File: src/hdl/sru_regs.vh
`ifndef SRU_REGS_VH
`define SRU_REGS_VH
// Configuration register byte offsets
`define SRU_CTRL_OFS 8'h00
`define SRU_CFG_OFS 8'h04
`define SRU_STAT_OFS 8'h08
`define SRU_CLR_OFS 8'h0c
`define SRU_MASK_OFS 8'h10
`define SRU_CHEN_OFS 8'h14
`define SRU_TGT_OFS 8'h18
// Control register strobe bits
`define SRU_CTRL_EN 0
`define SRU_CTRL_DIS 1
`define SRU_CTRL_SEN 2
`define SRU_CTRL_SDIS 3
`define SRU_CTRL_BEEN 4
`define SRU_CTRL_BEDIS 5
// Config fields
`define SRU_CFG_KEY_LSB 0
`define SRU_CFG_KEY_MSB 7
`define SRU_CFG_CYC_LSB 8
`define SRU_CFG_CYC_MSB 23
`define SRU_CFG_OPEN 24
`define SRU_CFG_RESET 32'h00000000
// Status bits; bits 0..6 are error bits
`define SRU_ST_EXP 0
`define SRU_ST_CAU 1
`define SRU_ST_ULREAD 2
`define SRU_ST_ULKEY 3
`define SRU_ST_ULERR 4
`define SRU_ST_MBERR 5
`define SRU_ST_TGTADR 6
`define SRU_ST_CAS 7
`define SRU_ST_IDLE 8
`define SRU_ST_SETUP 9
`define SRU_ST_EN 10
`define SRU_ERR_MASK 8'h7f
// Fast-side map: channels at word index 0..7, unlock word at 0xfc
`define SRU_NCH 8
`define SRU_UNLOCK_OFS 8'hfc
`define SRU_TGT_FLOOR 32'hfffc0000
`endif

File: src/hdl/sru_top.v
// Operation
// - Locked or open mechanism chosen by config
// - Locked mode refuses access without prior unlock
// - Unlocked channel relocks after idle interval
// - Only one channel unlocked at once
// - Locked channel access denied, error, flag
// - Expiry relock in locked mode sets an interrupt-capable flag, unless a request is taken that cycle
// - Open mode treats every channel unlocked
// - Each channel holds own target address
// - Remap, check unlock, then start master transfer
// - Read data returned from master to requester
// - Config over APB, data over fast ports
// - One shared clock (ref_clk) for both buses, running after reset
// - Stopped clocks freeze state, resume later
// - Debug mode does not freeze operation
// - Single interrupt request output
// - Target addresses below floor are refused
// - Unlock lasts cycle count or one success
// - Unlock with pending errors aborts, flags
// - Setup mode routes channel address to target
//
// Added by the designer: the register addresses and register access over APB.
`timescale 1ns/1ps
`include "sru_regs.vh"
module sru_top (
   input wire ref_clk,
   input wire arst_n,
   input wire [7:0] paddr,
   input wire psel,
   input wire penable,
   input wire pwrite,
   input wire [31:0] pwdata,
   output reg [31:0] prdata,
   output reg pready,
   output reg pslverr,
   input wire fsValid,
   input wire fsWrite,
   input wire [7:0] fsAddr,
   input wire [31:0] fsWdata,
   output reg fsDone,
   output reg fsErr,
   output reg [31:0] fsRdata,
   output reg fmReq,
   output reg fmWrite,
   output reg [31:0] fmAddr,
   output reg [31:0] fmWdata,
   input wire fmAck,
   input wire fmErr,
   input wire [31:0] fmRdata,
   output reg irq
);
   // Transfer states
   localparam ST_IDLE = 2'd0;
   localparam ST_FWD = 2'd1;
   localparam ST_GAP = 2'd2;

   reg [1:0] state_reg; // Fast-side state
   reg en_reg; // Unit enabled
   reg setup_reg; // Setup mode active
   reg berr_reg; // Bus error responses enabled
   reg [31:0] cfg_reg; // Key, cycle count, open bit
   reg [7:0] stat_reg; // Sticky event bits
   reg [7:0] mask_reg; // Interrupt mask
   reg [`SRU_NCH-1:0] chen_reg; // Channel enables
   reg [31:0] tgt_reg [0:`SRU_NCH-1]; // Per-channel remap targets
   reg ulValid_reg; // A channel is unlocked
   reg [2:0] ulChan_reg; // Which channel is unlocked
   reg [15:0] ulTimer_reg; // Remaining unlock cycles
   reg [7:0] statSet; // Hardware set requests
   reg [7:0] statClr; // Software clear requests
   reg [7:0] statNext; // Next sticky value
   wire apbAcc; // Access phase, answer not yet given
   wire apbWr; // Write taken this edge
   wire [2:0] fsChan; // Channel addressed on fast side
   wire fsIsUnlock; // Unlock word addressed
   wire fsIsChan; // Valid channel addressed
   wire chanOpen; // Addressed channel may pass
   wire take; // New fast request taken
   wire errPend; // Error bits pending in status
   integer i;

   // Address in the legal remap region
   function tgtOk;
      input [31:0] a;
      begin
         tgtOk = (a >= `SRU_TGT_FLOOR);
      end
   endfunction

   // Unlock word carries the configured key
   function keyOk;
      input [31:0] d;
      input [31:0] c;
      begin
         keyOk = (d[`SRU_CFG_KEY_MSB:`SRU_CFG_KEY_LSB] == c[`SRU_CFG_KEY_MSB:`SRU_CFG_KEY_LSB]);
      end
   endfunction

   // APB decode, one wait state
   // one clock both sides
   assign apbAcc = psel & penable & ~pready;
   // Write lands on the completing edge only
   assign apbWr = psel & penable & pready & pwrite;
   // Any error bit blocks unlocking
   assign errPend = ((stat_reg & `SRU_ERR_MASK) != 8'h00);

   assign fsChan = fsAddr[4:2];
   assign fsIsUnlock = (fsAddr == `SRU_UNLOCK_OFS);
   assign fsIsChan = (fsAddr[7:5] == 3'd0) && (fsAddr[1:0] == 2'd0);
   assign take = (state_reg == ST_IDLE) & fsValid;
   assign chanOpen = en_reg & chen_reg[fsChan] &
      (cfg_reg[`SRU_CFG_OPEN] | (ulValid_reg & (ulChan_reg == fsChan)));

   // APB answer and read mux
   always @(posedge ref_clk or negedge arst_n) begin
      if (!arst_n) begin
         pready <= 1'b0;
         pslverr <= 1'b0;
         prdata <= 32'h00000000;
      end else begin
         pready <= apbAcc;
         pslverr <= 1'b0;
         prdata <= 32'h00000000;
         if (apbAcc) begin
            case (paddr)
               `SRU_CTRL_OFS: prdata <= 32'h00000000;
               `SRU_CFG_OFS: prdata <= cfg_reg;
               `SRU_STAT_OFS: prdata <= {21'h0, en_reg, setup_reg,
                  state_reg == ST_IDLE, stat_reg};
               `SRU_CLR_OFS: prdata <= 32'h00000000;
               `SRU_MASK_OFS: prdata <= {24'h000000, mask_reg};
               `SRU_CHEN_OFS: prdata <= {24'h000000, chen_reg};
               default: pslverr <= 1'b1;
            endcase
         end
      end
   end

   // Control, config, mask and enable registers
   always @(posedge ref_clk or negedge arst_n) begin
      if (!arst_n) begin
         en_reg <= 1'b0;
         setup_reg <= 1'b0;
         berr_reg <= 1'b0;
         cfg_reg <= `SRU_CFG_RESET;
         mask_reg <= 8'h00;
         chen_reg <= 8'h00;
      end else if (apbWr) begin
         case (paddr)
            `SRU_CTRL_OFS: begin
               if (pwdata[`SRU_CTRL_EN]) en_reg <= 1'b1;
               if (pwdata[`SRU_CTRL_DIS]) en_reg <= 1'b0;
               if (pwdata[`SRU_CTRL_SEN]) setup_reg <= 1'b1;
               if (pwdata[`SRU_CTRL_SDIS]) setup_reg <= 1'b0;
               if (pwdata[`SRU_CTRL_BEEN]) berr_reg <= 1'b1;
               if (pwdata[`SRU_CTRL_BEDIS]) berr_reg <= 1'b0;
            end
            `SRU_CFG_OFS: cfg_reg <= {7'h00, pwdata[24:0]};
            `SRU_MASK_OFS: mask_reg <= pwdata[7:0];
            `SRU_CHEN_OFS: chen_reg <= pwdata[7:0];
            default: cfg_reg <= cfg_reg;
         endcase
      end
   end

   // Sticky status: set beats clear
   always @* begin
      statClr = (apbWr && paddr == `SRU_CLR_OFS) ? pwdata[7:0] : 8'h00;
      statSet = 8'h00;
      if (ulValid_reg && !take && ulTimer_reg == 16'h0000 && !cfg_reg[`SRU_CFG_OPEN])
         statSet[`SRU_ST_EXP] = 1'b1;
      if (take) begin
         if (fsIsUnlock) begin
            if (!fsWrite)
               statSet[`SRU_ST_ULREAD] = 1'b1;
            else if (errPend)
               statSet[`SRU_ST_ULERR] = 1'b1;
            else if (!keyOk(fsWdata, cfg_reg))
               statSet[`SRU_ST_ULKEY] = 1'b1;
         end else if (fsIsChan && setup_reg) begin
            if (fsWrite && !tgtOk(fsWdata))
               statSet[`SRU_ST_TGTADR] = 1'b1;
         end else if (!fsIsChan || !chanOpen) begin
            statSet[`SRU_ST_CAU] = 1'b1;
         end
      end
      if (state_reg == ST_FWD && fmAck) begin
         if (fmErr)
            statSet[`SRU_ST_MBERR] = 1'b1;
         else
            statSet[`SRU_ST_CAS] = 1'b1;
      end
      statNext = (stat_reg & ~statClr) | statSet;
   end

   // Status register and interrupt line
   always @(posedge ref_clk or negedge arst_n) begin
      if (!arst_n) begin
         stat_reg <= 8'h00;
         irq <= 1'b0;
      end else begin
         stat_reg <= statNext;
         irq <= |(statNext & mask_reg);
      end
   end

   // Unlock window
   always @(posedge ref_clk or negedge arst_n) begin
      if (!arst_n) begin
         ulValid_reg <= 1'b0;
         ulChan_reg <= 3'd0;
         ulTimer_reg <= 16'h0000;
      end else begin
         if (ulValid_reg && ulTimer_reg != 16'h0000)
            ulTimer_reg <= ulTimer_reg - 16'h0001;
         if (ulValid_reg && ulTimer_reg == 16'h0000)
            ulValid_reg <= 1'b0;
         if (take && fsIsUnlock && fsWrite && !errPend && keyOk(fsWdata, cfg_reg) &&
            fsWdata[15:8] < `SRU_NCH) begin
            ulValid_reg <= 1'b1;
            ulChan_reg <= fsWdata[10:8];
            ulTimer_reg <= cfg_reg[`SRU_CFG_CYC_MSB:`SRU_CFG_CYC_LSB];
         end else if (state_reg == ST_FWD && fmAck && !fmErr && !cfg_reg[`SRU_CFG_OPEN]) begin
            ulValid_reg <= 1'b0;
         end
      end
   end

   // Target table
   always @(posedge ref_clk or negedge arst_n) begin
      if (!arst_n) begin
         for (i = 0; i < `SRU_NCH; i = i + 1)
            tgt_reg[i] <= `SRU_TGT_FLOOR;
      end else if (take && fsIsChan && setup_reg && fsWrite && tgtOk(fsWdata)) begin
         tgt_reg[fsChan] <= fsWdata;
      end
   end

   // Fast-side transfer machine
   // all state in flops, frozen with clock
   always @(posedge ref_clk or negedge arst_n) begin
      if (!arst_n) begin
         state_reg <= ST_IDLE;
         fsDone <= 1'b0;
         fsErr <= 1'b0;
         fsRdata <= 32'h00000000;
         fmReq <= 1'b0;
         fmWrite <= 1'b0;
         fmAddr <= 32'h00000000;
         fmWdata <= 32'h00000000;
      end else begin
         fsDone <= 1'b0;
         fsErr <= 1'b0;
         case (state_reg)
            ST_IDLE: begin
               if (fsValid) begin
                  state_reg <= ST_GAP;
                  fsDone <= 1'b1;
                  fsRdata <= 32'h00000000;
                  if (fsIsUnlock) begin
                     fsErr <= berr_reg & ~fsWrite;
                  end else if (fsIsChan && setup_reg) begin
                     fsRdata <= tgt_reg[fsChan];
                  end else if (fsIsChan && chanOpen) begin
                     state_reg <= ST_FWD;
                     fsDone <= 1'b0;
                     fmReq <= 1'b1;
                     fmWrite <= fsWrite;
                     fmAddr <= tgt_reg[fsChan];
                     fmWdata <= fsWdata;
                  end else begin
                     fsErr <= berr_reg;
                  end
               end
            end
            ST_FWD: begin
               if (fmAck) begin
                  fmReq <= 1'b0;
                  fsDone <= 1'b1;
                  fsErr <= berr_reg & fmErr;
                  fsRdata <= fmRdata;
                  state_reg <= ST_GAP;
               end
            end
            ST_GAP: state_reg <= ST_IDLE;
            default: state_reg <= ST_IDLE;
         endcase
      end
   end
endmodule

File: config.mk
export PLATFORM = sky130hd
export DESIGN_NAME = sru_top
export DESIGN_NICKNAME = d
export VERILOG_FILES = /design/src/hdl/sru_top.v
export VERILOG_INCLUDE_DIRS = /design/src /design/src/hdl
export SDC_FILE = /design/constraint.sdc
export NUM_CORES = 1
export LEC_CHECK = 0
export ABC_CLOCK_PERIOD_IN_PS = 2780
export BUFFER_PORTS_ARGS = -buffer_cell sky130_fd_sc_hd__buf_2
export CAP_MARGIN = 15
export CORE_MARGIN = 1.5
export CORE_UTILIZATION = 30
export DETAILED_ROUTE_END_ITERATION = 16
export SYNTH_ARGS = -nofsm -noshare
export SYNTH_HDL_FRONTEND = slang
export SYNTH_SLANG_ARGS = --single-unit
File: constraint.sdc
create_clock -name ref_clk -period 2.78 [get_ports ref_clk]
set_clock_uncertainty 0.05 [all_clocks]
set_input_delay 0.556 -clock ref_clk [delete_from_list [all_inputs] [get_ports ref_clk]]
set_output_delay 0.556 -clock ref_clk [all_outputs]
set_load 0.01 [all_outputs]
==> results of run 1 <==
-- layer usage --
| metal | part of all wire | wire (um) |
|---|---|---|
| met1 | 0.45 | 24800 |
| met2 | 0.47 | 25900 |
| met3 | 0.059 | 3300 |
| met4 | 0.029 | 1620 |
| met5 | 0.00023 | 13 |
-- layout by cell type (no fill, tap or decap), drive strengths merged, types with 4 or more instances in the layout --
| master | n |
|---|---|
| nand4 | 14 |
| clkbuf | 80 |
| conb | 7 |
| xnor2 | 19 |
| a31oi | 24 |
| nor2b | 7 |
| a22o | 9 |
| nor2 | 90 |
| clkinv | 9 |
| mux2i | 13 |
| dfrtp | 346 |
| nand3 | 6 |
| a22oi | 37 |
| a32oi | 7 |
| or2 | 85 |
| mux2 | 290 |
| o21ai | 13 |
| a221oi | 37 |
| o2bb2ai | 5 |
| a21o | 4 |
| a21oi | 42 |
| buf | 348 |
| o22ai | 13 |
| nand2b | 34 |
| mux4 | 19 |
| diode | 4 |
| nor4 | 9 |
| inv | 12 |
| xor2 | 6 |
| or4 | 6 |
| and3 | 25 |
| nor3 | 15 |
| nand2 | 83 |
| dfstp | 112 |
| or3 | 5 |
-- cells by family (layout without fill, tap and decap cells) --
| logic type | count (synthesis) | count (layout) | share of synthesized area |
|---|---|---|---|
| buffers and inverters | 130 | 453 | 0.0314 |
| adders and majority gates | 2 | 2 | 0.00126 |
| other | 1 | 11 | 0.000188 |
| DFF | 458 | 458 | 0.582 |
| and+or+nand+nor | 390 | 390 | 0.105 |
| AOI/OAI and AO/OA | 209 | 209 | 0.0742 |
| xor gates and xnor gates | 25 | 25 | 0.0110 |
| muxes | 322 | 322 | 0.195 |
-- Yosys cell counts, types with 8 or more instances --
cell,count
sky130_fd_sc_hd__mux4_2,19
sky130_fd_sc_hd__and3_1,23
sky130_fd_sc_hd__buf_4,12
sky130_fd_sc_hd__dfrtp_1,346
sky130_fd_sc_hd__nor2_1,90
sky130_fd_sc_hd__a31oi_1,24
sky130_fd_sc_hd__o21ai_0,12
sky130_fd_sc_hd__nand4_1,13
sky130_fd_sc_hd__nor3_1,15
sky130_fd_sc_hd__mux2i_1,13
sky130_fd_sc_hd__or2_2,85
sky130_fd_sc_hd__nand2b_1,34
sky130_fd_sc_hd__a22o_1,9
sky130_fd_sc_hd__dfstp_2,112
sky130_fd_sc_hd__a22oi_1,37
sky130_fd_sc_hd__inv_1,8
sky130_fd_sc_hd__buf_2,41
sky130_fd_sc_hd__a21oi_1,42
sky130_fd_sc_hd__mux2_4,16
sky130_fd_sc_hd__nand2_1,82
sky130_fd_sc_hd__o22ai_1,13
sky130_fd_sc_hd__buf_1,12
sky130_fd_sc_hd__mux2_2,273
sky130_fd_sc_hd__clkbuf_1,50
sky130_fd_sc_hd__xnor2_1,19
sky130_fd_sc_hd__a221oi_1,37
-- power breakdown --
| part | internal, mW | switching [mW] |
|---|---|---|
| clock | 4.04 | 2.83 |
| sequential | 6.80 | 0.103 |
| combinational | 0.379 | 0.634 |
-- critical path, stage by stage (launching register included) --
cell and delay (ns):
sky130_fd_sc_hd__dfrtp_1 0.44, sky130_fd_sc_hd__nor3b_2 0.34, sky130_fd_sc_hd__nand4_2 0.21, sky130_fd_sc_hd__buf_4 0.22, sky130_fd_sc_hd__or3_1 0.34, sky130_fd_sc_hd__buf_4 0.23
sky130_fd_sc_hd__mux2_2 0.30
-- layout make-up --
cell class                 instances  area share
tap                              864      0.0442
multi-input combinational        955       0.317
clock buffer                      80      0.0615
inverter                           9     0.00138
sequential                       458       0.474
clock inverter                    15     0.00899
timing repair buffer             349      0.0927
antenna                            4    0.000409
-- through the flow --
step	setup slack [ns]	std cells	cell area, sq um	util	hold slack [ns]
after floorplan	0.315	1543	19900	-	0.210
after global placement	0.0507	2634	22700	0.346	0.432
after detailed placement	0.0235	2634	22700	0.346	0.437
after CTS	0.482	2730	24500	0.372	0.0708
after global routing	0.382	2731	24500	0.372	0.0949
final	0.502	2734	24500	0.372	0.108
-- worst min-delay path by stage --
| stage | start | to | depth (start not counted) |
|---|---|---|---|
| after global routing | fmAck | state_reg[0] | 2 |
| final | fmAck | state_reg[0] | 2 |
| after global placement | tgt_reg[11] | tgt_reg[11] | 1 |
| after CTS | fmAck | state_reg[0] | 2 |
| after detailed placement | tgt_reg[24] | tgt_reg[24] | 1 |
| after floorplan | arst_n | berr_reg | 0 |
==> flow_metrics.tcl, run 1 <==
set metrics [dict create \
    fp.dieW_um 261 \
    total_leakage_power_nw 12.1 \
    grt.met3_usage 0.0294 \
    post_cts_resized 0 \
    ant_nets 0 \
    worst_r2r_endpoint "tgt_reg[10]" \
    root_buffer "sky130_fd_sc_hd__clkbuf_16" \
    holdCritPathClass "primary input to flip-flop" \
    run_status "finished clean" \
    drcViolationCount 0 \
    end_kind "flip-flop" \
    clkTransAtPathRegs_ns 0.06 \
    synth_top_flop_cell "sky130_fd_sc_hd__dfrtp_1" \
    post_synth_arst_share 1.00 \
    cp-endpoint "tgt_reg[10]" \
    post_synthesis_instance_area_sq_um 19900 \
    period_needed_ns 2.28 \
    avgSynthCellArea_sq_um 13.0 \
    cts_buffer_depth 3 \
    power_per_cell_area_nw_per_um2 604 \
    post_cts.repair.setup_buffers 0 \
    multiInputGateArea_sq_um 7760 \
    maxSlewViolCount 0 \
    max_freq_ghz 0.439 \
    yosysSeqAreaShare 0.582 \
    io_pins 256 \
    finalWirelength_um 55600 \
    cts.hold.buffers_added 1 \
    synth-edff-count 0 \
    start_util 0.303 \
    finalHoldViolations 0 \
    final_net_count 1947 \
    first_global_vias 14100 \
    worst_setup_path_start_kind "flip-flop" \
    floorplan.core_area_sq_um 65700 \
    syn-instance-count 1537 \
    period_share 0.820 \
    grt_first_pass_wirelength_um 86000 \
    io_buffers 241 \
    die-area_sq_um 68000 \
    layout.filler_cells 6330 \
    clock_insertion_delay_worst_skew_ns 0.62 \
    post-layout-total-power_mw 14.8 \
    worst_ep_required_time_ns 3.20 \
    initialDrtViolationCount 927 \
    gp_congestion 0.865 \
    clock_tree.htree_level_count 2 \
    synth_largest_area_cell "sky130_fd_sc_hd__dfrtp_1" \
    rows 94 \
    post_synth_main_area_contributors "sky130_fd_sc_hd__dfrtp_1 43%, sky130_fd_sc_hd__mux2_2 15%, sky130_fd_sc_hd__dfstp_2 15%" \
    ff2ff_path_depth 6 \
    worst-setup-path-type "flip-flop to flip-flop" \
    use_met2 0.260 \
    max_ffs_per_register 256 \
    grt_setup_unrepaired "no" \
    grt_remaining_overflow 0 \
    worst_slew_pin_slew_ns 0.789 \
    cts-buffers-inserted 51 \
    setup-violations-final 0 \
    grt_antenna_before_repair 3 \
    track_usage 0.164 \
    final_layout_size_suffix_gt1_frac 0.509 \
    seq_area_sq_um 11600 \
    synth_seq_cells 458 \
    max_slew_margin 0.474 \
    setup.worst_path.start "state_reg[1]" \
    crit_fanout 12 \
    detailed_place_hpwl_um 39400 \
    die_y_um 261 \
    grt_most_used_layer "met2" \
    tritoncts_clock_tree "built" \
    yosys.cell_types.count 69 \
    drt-vias-per-instance 4.99 \
    grt_use_met1 0.225 \
    yosysWarningCount 0 \
    max_cap_viol_count 0 \
    fin_setup_tns_ns 0 \
    reg2reg_slack_ns 0.50 \
    area_share_of_the_largest_cell_type_after_synthesis 0.435 \
    worst_r2r_startpoint "state_reg[1]" \
    dr_total_vias 13600 \
    clock_sinks 458 \
    avgRoutedWirePerCell_um 20.3 \
    dr.pass1.iters 5 \
    cp.arrival_ns 2.70 \
    area_growth_syn_to_layout_pct 22.9 \
    grt_max_degree 82 \
    worst_ir_drop_vdd_mv 0.419 \
]
Power figures use the tool's default switching activity.
==> run 2: changes to the inputs <==
--- a/config.mk
+++ b/config.mk
@@ -6,7 +6,8 @@
 export SDC_FILE = /design/constraint.sdc
 export NUM_CORES = 1
 export LEC_CHECK = 0
-export ABC_CLOCK_PERIOD_IN_PS = 2780
+export ABC_AREA = 1
+export ABC_CLOCK_PERIOD_IN_PS = 2320
 export BUFFER_PORTS_ARGS = -buffer_cell sky130_fd_sc_hd__buf_2
 export CAP_MARGIN = 15
 export CORE_MARGIN = 1.5
==> constraint.sdc (replaced) <==
create_clock -name ref_clk -period 2.32 [get_ports ref_clk]
set_clock_uncertainty 0.05 [all_clocks]
set_input_delay 0.464 -clock ref_clk [delete_from_list [all_inputs] [get_ports ref_clk]]
set_output_delay 0.464 -clock ref_clk [all_outputs]
set_load 0.01 [all_outputs]
==> run 2 against run 1 <==
Net effect: sequential cell count did not move; hold slack got worse by 0.065 ns; global-route usage rose by 1.1 points; critical path depth rose by 3; fmax rose by 12%; via count rose by 18%; first-iteration DRC count rose by 44%; highest routed layer unchanged; non-clock buffer count rose by 10; die area fell by 1.3%; count of clock-buffer cells in the layout fell by 7; sequential share of layout area fell by 0.11 points; area after synthesis fell by 1.3%.
==> flow_metrics.tcl, run 2 <==
set metrics [dict create \
    grt_setup_unrepaired "no" \
    highest_count_cells_in_the_layout_ignoring_fill_and_taps "644 x sky130_fd_sc_hd__nand2_1, 346 x sky130_fd_sc_hd__dfrtp_1, 277 x sky130_fd_sc_hd__o21ai_0, 266 x sky130_fd_sc_hd__inv_1, 240 x sky130_fd_sc_hd__buf_2" \
    start_util 0.305 \
    synth_largest_area_cell "sky130_fd_sc_hd__dfrtp_1" \
    gp_congestion 0.891 \
    worst_slew_pin_slew_ns 0.547 \
    post_synthesis_instance_area_sq_um 19700 \
    root_buffer "sky130_fd_sc_hd__clkbuf_16" \
    max_slew_margin 0.635 \
    synthMostInstantiatedCell "sky130_fd_sc_hd__nand2_1" \
    period_share 0.874 \
    grt_first_pass_wirelength_um 91500 \
    tritoncts_clock_tree "built" \
    synth_top_flop_cell "sky130_fd_sc_hd__dfrtp_1" \
    maxSlewViolCount 0 \
    run_status "finished clean" \
    setup-violations-final 0 \
    holdCritPathClass "primary input to flip-flop" \
    post_cts_resized 0 \
    yosysSeqAreaShare 0.590 \
    dr.pass1.iters 5 \
    max_freq_ghz 0.493 \
    total_leakage_power_nw 12.5 \
    post_synth_main_area_contributors "sky130_fd_sc_hd__dfrtp_1 44%, sky130_fd_sc_hd__dfstp_2 15%, sky130_fd_sc_hd__nand2_1 12%" \
    drt-vias-per-instance 4.58 \
    synth-edff-count 0 \
    worst-setup-path-type "flip-flop to flip-flop" \
    clock_sinks 458 \
    cts.hold.buffers_added 4 \
    area_share_of_the_largest_cell_type_after_synthesis 0.440 \
    die_y_um 259 \
    dr_total_vias 16000 \
    detailed_place_hpwl_um 40600 \
    final_layout_size_suffix_gt1_frac 0.221 \
    post_route_worst_hold_slack_ns 0.0437 \
    syn-instance-count 2295 \
    worst_ir_drop_vdd_mv 0.469 \
    grt_most_used_layer "met2" \
    synth_seq_cells 458 \
    grt_max_degree 60 \
    die-area_sq_um 67100 \
    period_needed_ns 2.03 \
    post_synth_arst_share 1.00 \
    cell_count_after_placement 3396 \
    cts-buffers-inserted 52 \
    cts_buffer_depth 3 \
    yosys.cell_types.count 43 \
    cp.arrival_ns 2.45 \
    max_ffs_per_register 256 \
    first_global_vias 15700 \
    ant_nets 0 \
    clock_tree.htree_level_count 2 \
    grt.met3_usage 0.0355 \
    end_kind "flip-flop" \
    grt_remaining_overflow 0 \
    power_per_cell_area_nw_per_um2 735 \
    initialDrtViolationCount 1332 \
    max_cap_viol_count 0 \
    rows 93 \
    grt_antenna_before_repair 7 \
    crit_fanout 12 \
    io_buffers 241 \
    final_net_count 2722 \
    finalWirelength_um 58600 \
    io_pins 256 \
    worst_ep_required_time_ns 2.74 \
    avgRoutedWirePerCell_um 16.8 \
    stdcell_count 3498 \
    clkTransAtPathRegs_ns 0.06 \
    floorplan.core_area_sq_um 64600 \
    avgSynthCellArea_sq_um 8.57 \
    clock_insertion_delay_worst_skew_ns 0.61 \
    finalHoldViolations 0 \
    area_growth_syn_to_layout_pct 24.8 \
    post_cts.repair.setup_buffers 0 \
    yosysWarningCount 0 \
    use_met2 0.279 \
    track_usage 0.176 \
    worst_setup_path_start_kind "flip-flop" \
    grt_use_met1 0.243 \
    fp.dieW_um 259 \
    layout_commonest_cell "sky130_fd_sc_hd__nand2_1" \
    synth_common_cells "644 x sky130_fd_sc_hd__nand2_1, 346 x sky130_fd_sc_hd__dfrtp_1, 277 x sky130_fd_sc_hd__o21ai_0" \
    drcViolationCount 0 \
]
## run 2: logic make-up (layout without fill, tap and decap cells)
| kind of cell | after synthesis | count (layout) | synth area share |
|---|---|---|---|
| DFF | 458 | 458 | 0.590 |
| other | 1 | 8 | 0.000191 |
| buffers and inverters | 389 | 730 | 0.0781 |
| and+or+nand+nor | 944 | 944 | 0.190 |
| adders and majority gates | 2 | 2 | 0.00127 |
| xor gates and xnor gates | 13 | 13 | 0.00579 |
| AOI/OAI and AO/OA | 482 | 482 | 0.131 |
| muxes | 6 | 6 | 0.00344 |
## run 2: cell type report
type	count	area, sq um
clock inverters	24	273
flip-flops and latches	458	11600
clock buffers	73	1560
multi-input cells	1454	6580
inverters	274	1030
diodes	1	2.50
fillers	6636	40000
repair buffers	359	2420
well taps	855	1070
## run 2: layer usage
layer	part of all wire	vias to the layer above
met5	0.00055	-
met4	0.023	6
met3	0.061	100
met2	0.45	431
met1	0.46	7605
li1	-	7891
## run 2: worst max-delay path, stage by stage (launching register included)
cell and delay, ns:
sky130_fd_sc_hd__dfrtp_1 0.38, sky130_fd_sc_hd__inv_1 0.11, sky130_fd_sc_hd__nor2_1 0.08, sky130_fd_sc_hd__inv_1 0.10, sky130_fd_sc_hd__o21ai_1 0.09, sky130_fd_sc_hd__nor2_1 0.21
sky130_fd_sc_hd__nand3_4 0.38, sky130_fd_sc_hd__buf_4 0.35, sky130_fd_sc_hd__nand2_1 0.06, sky130_fd_sc_hd__o21ai_0 0.07
## run 2: path summary, 6_finish.rpt
kind                         startpoint  slack [ns]           end  depth (start not counted)
max                           setup_reg        0.29   fmWdata[13]                          9
min                          pwdata[22]        0.04   cfg_reg[22]                          2
max reg2reg                   setup_reg        0.29   fmWdata[13]                          9
min reg2reg                tgt_reg[158]        0.40  tgt_reg[158]                          2
max in group asynchronous        arst_n        1.08    cfg_reg[2]                          3
min in group asynchronous        arst_n        0.38   fmWdata[15]                          2
## run 2: metrics by stage
step	power (mW)	instance area [sq um]	TNS [ns]	worst slack, ns	util
3_5_place_dp	9.52	22700	-3.80	-0.133	0.351
4_1_cts	18.3	24500	0	0.251	0.380
3_3_place_gp	9.51	22700	-0.0227	-0.00996	0.351
6_report	18.0	24500	0	0.293	0.380
5_1_grt	18.8	24500	0	0.0780	0.380
2_1_floorplan	8.81	19700	0	0.468	-
## run 2: power breakdown
group          leakage (nW)  internal (mW)  switching [mW]
registers              5.77           8.12          0.0846
logic                  5.85          0.400           0.759
clock network         0.907           5.17            3.50
total                  12.5           13.7            4.34
==> run 3: changes to the inputs <==
--- a/config.mk
+++ b/config.mk
@@ -7,7 +7,7 @@
 export NUM_CORES = 1
 export LEC_CHECK = 0
 export ABC_AREA = 1
-export ABC_CLOCK_PERIOD_IN_PS = 2320
+export ABC_CLOCK_PERIOD_IN_PS = 2120
 export BUFFER_PORTS_ARGS = -buffer_cell sky130_fd_sc_hd__buf_2
 export CAP_MARGIN = 15
 export CORE_MARGIN = 1.5
==> constraint.sdc (replaced) <==
create_clock -name ref_clk -period 2.12 [get_ports ref_clk]
set_clock_uncertainty 0.05 [all_clocks]
set_input_delay 0.424 -clock ref_clk [delete_from_list [all_inputs] [get_ports ref_clk]]
set_output_delay 0.424 -clock ref_clk [all_outputs]
set_load 0.01 [all_outputs]
==> run 3 against run 2 <==
Net effect: register-to-register slack got worse by 0.12 ns; first-iteration DRC count decreased by 8.5%; via count grew 0.75%; routed wire length is 0.49% lower; non-clock buffer count grew 36; core utilization up 0.46 points; global-route usage fell by 0.22 points; largest cell class unchanged; worst setup slack worse by 0.14 ns; die area did not move; design area up 1.2%; cell count rose by 0.94%; count of clock-buffer cells in the layout fell by 1.
==> flow_metrics.tcl, run 3 (same netlist as run 2, synthesis figures left out) <==
set metrics [dict create \
    run_status "finished clean" \
    period_share 0.926 \
    pre_cts_ws_ns -0.106 \
    final_net_count 2758 \
    power_per_cell_area_nw_per_um2 779 \
    avgRoutedWirePerCell_um 16.5 \
    worst_path_cell_with_the_longest_stage_delay "sky130_fd_sc_hd__dlygate4sd3_1" \
    highest_count_cells_in_the_layout_ignoring_fill_and_taps "643 x sky130_fd_sc_hd__nand2_1, 346 x sky130_fd_sc_hd__dfrtp_1, 277 x sky130_fd_sc_hd__o21ai_0, 266 x sky130_fd_sc_hd__inv_1, 240 x sky130_fd_sc_hd__buf_2" \
    reg2reg_slack_ns 0.17 \
    grt_setup_unrepaired "no" \
    worst_ir_drop_vdd_mv 0.556 \
    io_pins 256 \
    insertedDiodeCount 0 \
    grt_first_pass_wirelength_um 90600 \
    worst_r2r_endpoint "tgt_reg[67]" \
    finalHoldViolations 0 \
    cts-buffers-inserted 52 \
    die_y_um 259 \
    cell_count_after_placement 3415 \
    finalWirelength_um 58300 \
    placedInstanceArea_sq_um 22900 \
    clock_sinks 458 \
    dr.pass1.iters 5 \
    ant_nets 0 \
    io_buffers 241 \
    worst-setup-path-type "primary input to flip-flop" \
    fin_setup_tns_ns 0 \
    hold_depth 3 \
    period_needed_ns 1.96 \
    grt_remaining_overflow 0 \
    max_ffs_per_register 256 \
    dr_total_vias 16200 \
    die-area_sq_um 67100 \
    hold_path_startpoint "pwdata[13]" \
    max_freq_ghz 0.509 \
    multiInputGateArea_sq_um 6580 \
    floorplan.core_area_sq_um 64600 \
    cp_cell_sequence "dlygate4sd3_1 -> buf_2 -> nand2_1 -> nor3_1 -> nand2_2 -> nor2_4 -> buf_12 -> nand4_1 -> buf_12 -> nand2_1 -> o21ai_0" \
    ff2ff_path_depth 10 \
    initialDrtViolationCount 1219 \
    root_buffer "sky130_fd_sc_hd__clkbuf_16" \
    tritoncts_clock_tree "built" \
    post-layout-total-power_mw 19.3 \
    detailed_place_hpwl_um 41100 \
    post_cts.repair.setup_buffers 0 \
    drt-vias-per-instance 4.57 \
    worst_setup_path_start_kind "primary input" \
    grt_antenna_before_repair 8 \
    worst_ep_required_time_ns 2.52 \
    post_route_worst_hold_slack_ns 0.0403 \
    maxSlewViolCount 0 \
    clkTransAtPathRegs_ns 0.06 \
    end_kind "flip-flop" \
    start_util 0.305 \
    layout_commonest_cell "sky130_fd_sc_hd__nand2_1" \
    crit_fanout 36 \
    worst_r2r_startpoint "state_reg[1]" \
    post-route-cell-area_sq_um 24800 \
    setup-violations-final 0 \
    grt_max_degree 76 \
    clock_tree.htree_level_count 2 \
    track_usage 0.173 \
    holdCritPathClass "primary input to flip-flop" \
    clock_insertion_delay_worst_skew_ns 0.59 \
    fp.dieW_um 259 \
    layout.filler_cells 6581 \
    drcViolationCount 0 \
    gp_congestion 0.852 \
    final_layout_size_suffix_gt1_frac 0.222 \
    worst_hold_path.endpoint "cfg_reg[13]" \
    seq_area_sq_um 11600 \
    rows 93 \
    layout_setup_ws_ns 0.157 \
    cp.arrival_ns 2.36 \
    max_cap_viol_count 0 \
    total_leakage_power_nw 12.7 \
    first_global_vias 15700 \
    finalCoreUtilization 0.385 \
    cts_buffer_depth 3 \
    slowest_delay_ns 0.53 \
    area_growth_syn_to_layout_pct 26.3 \
    stdcell_count 3531 \
]
-- run 3: timing repair --
action | CTS | global route
hold endpoints to repair | 49 | 0
gates resized for setup | 0 | 2
setup endpoints to repair | 0 | 12
hold buffers | 21 | 0
-- run 3: report_power, final --
group	internal (mW)	switching (mW)	total, mW
clock	5.31	3.75	9.05
sequential	8.89	0.0913	8.98
combinational	0.473	0.829	1.30
-- run 3: final cells by class --
class                   instances  share of cell area
flip-flops and latches        458               0.467
multi-input cells            1454               0.265
repair buffers                395               0.114
clock buffers                  72              0.0586
well taps                     855              0.0431
inverters                     274              0.0414
clock inverters                23              0.0104
-- run 3: how the worst max path moves through the flow --
stage / cells after the start / start / to / slack (ns)
4_1_cts: 13 / fsWdata[29] / tgt_reg[74] / 0.11
6_report: 11 / fsWdata[19] / tgt_reg[67] / 0.16
2_1_floorplan: 9 / fsAddr[2] / fsRdata[7] / 0.31
5_1_grt: 10 / state_reg[1] / tgt_reg[74] / 0.009
3_5_place_dp: 9 / fsAddr[0] / fmAddr[25] / -0.11
3_3_place_gp: 9 / fsAddr[0] / fmAddr[25] / -0.004
-- run 3: worst max-delay path, delay by kind of cell --
kind	cells	cell delay (ns)
buffers and inverters	4	1.02
and+or+nand+nor	6	0.84
AOI/OAI and AO/OA	1	0.07
-- run 3: metal layers --
metal	vias to the layer above	track usage	routed length, um
li1	7965	-	-
met1	7682	0.240	27200
met2	410	0.281	26700
met3	89	0.0286	3030
met4	8	0.0465	1350
met5	-	0	46
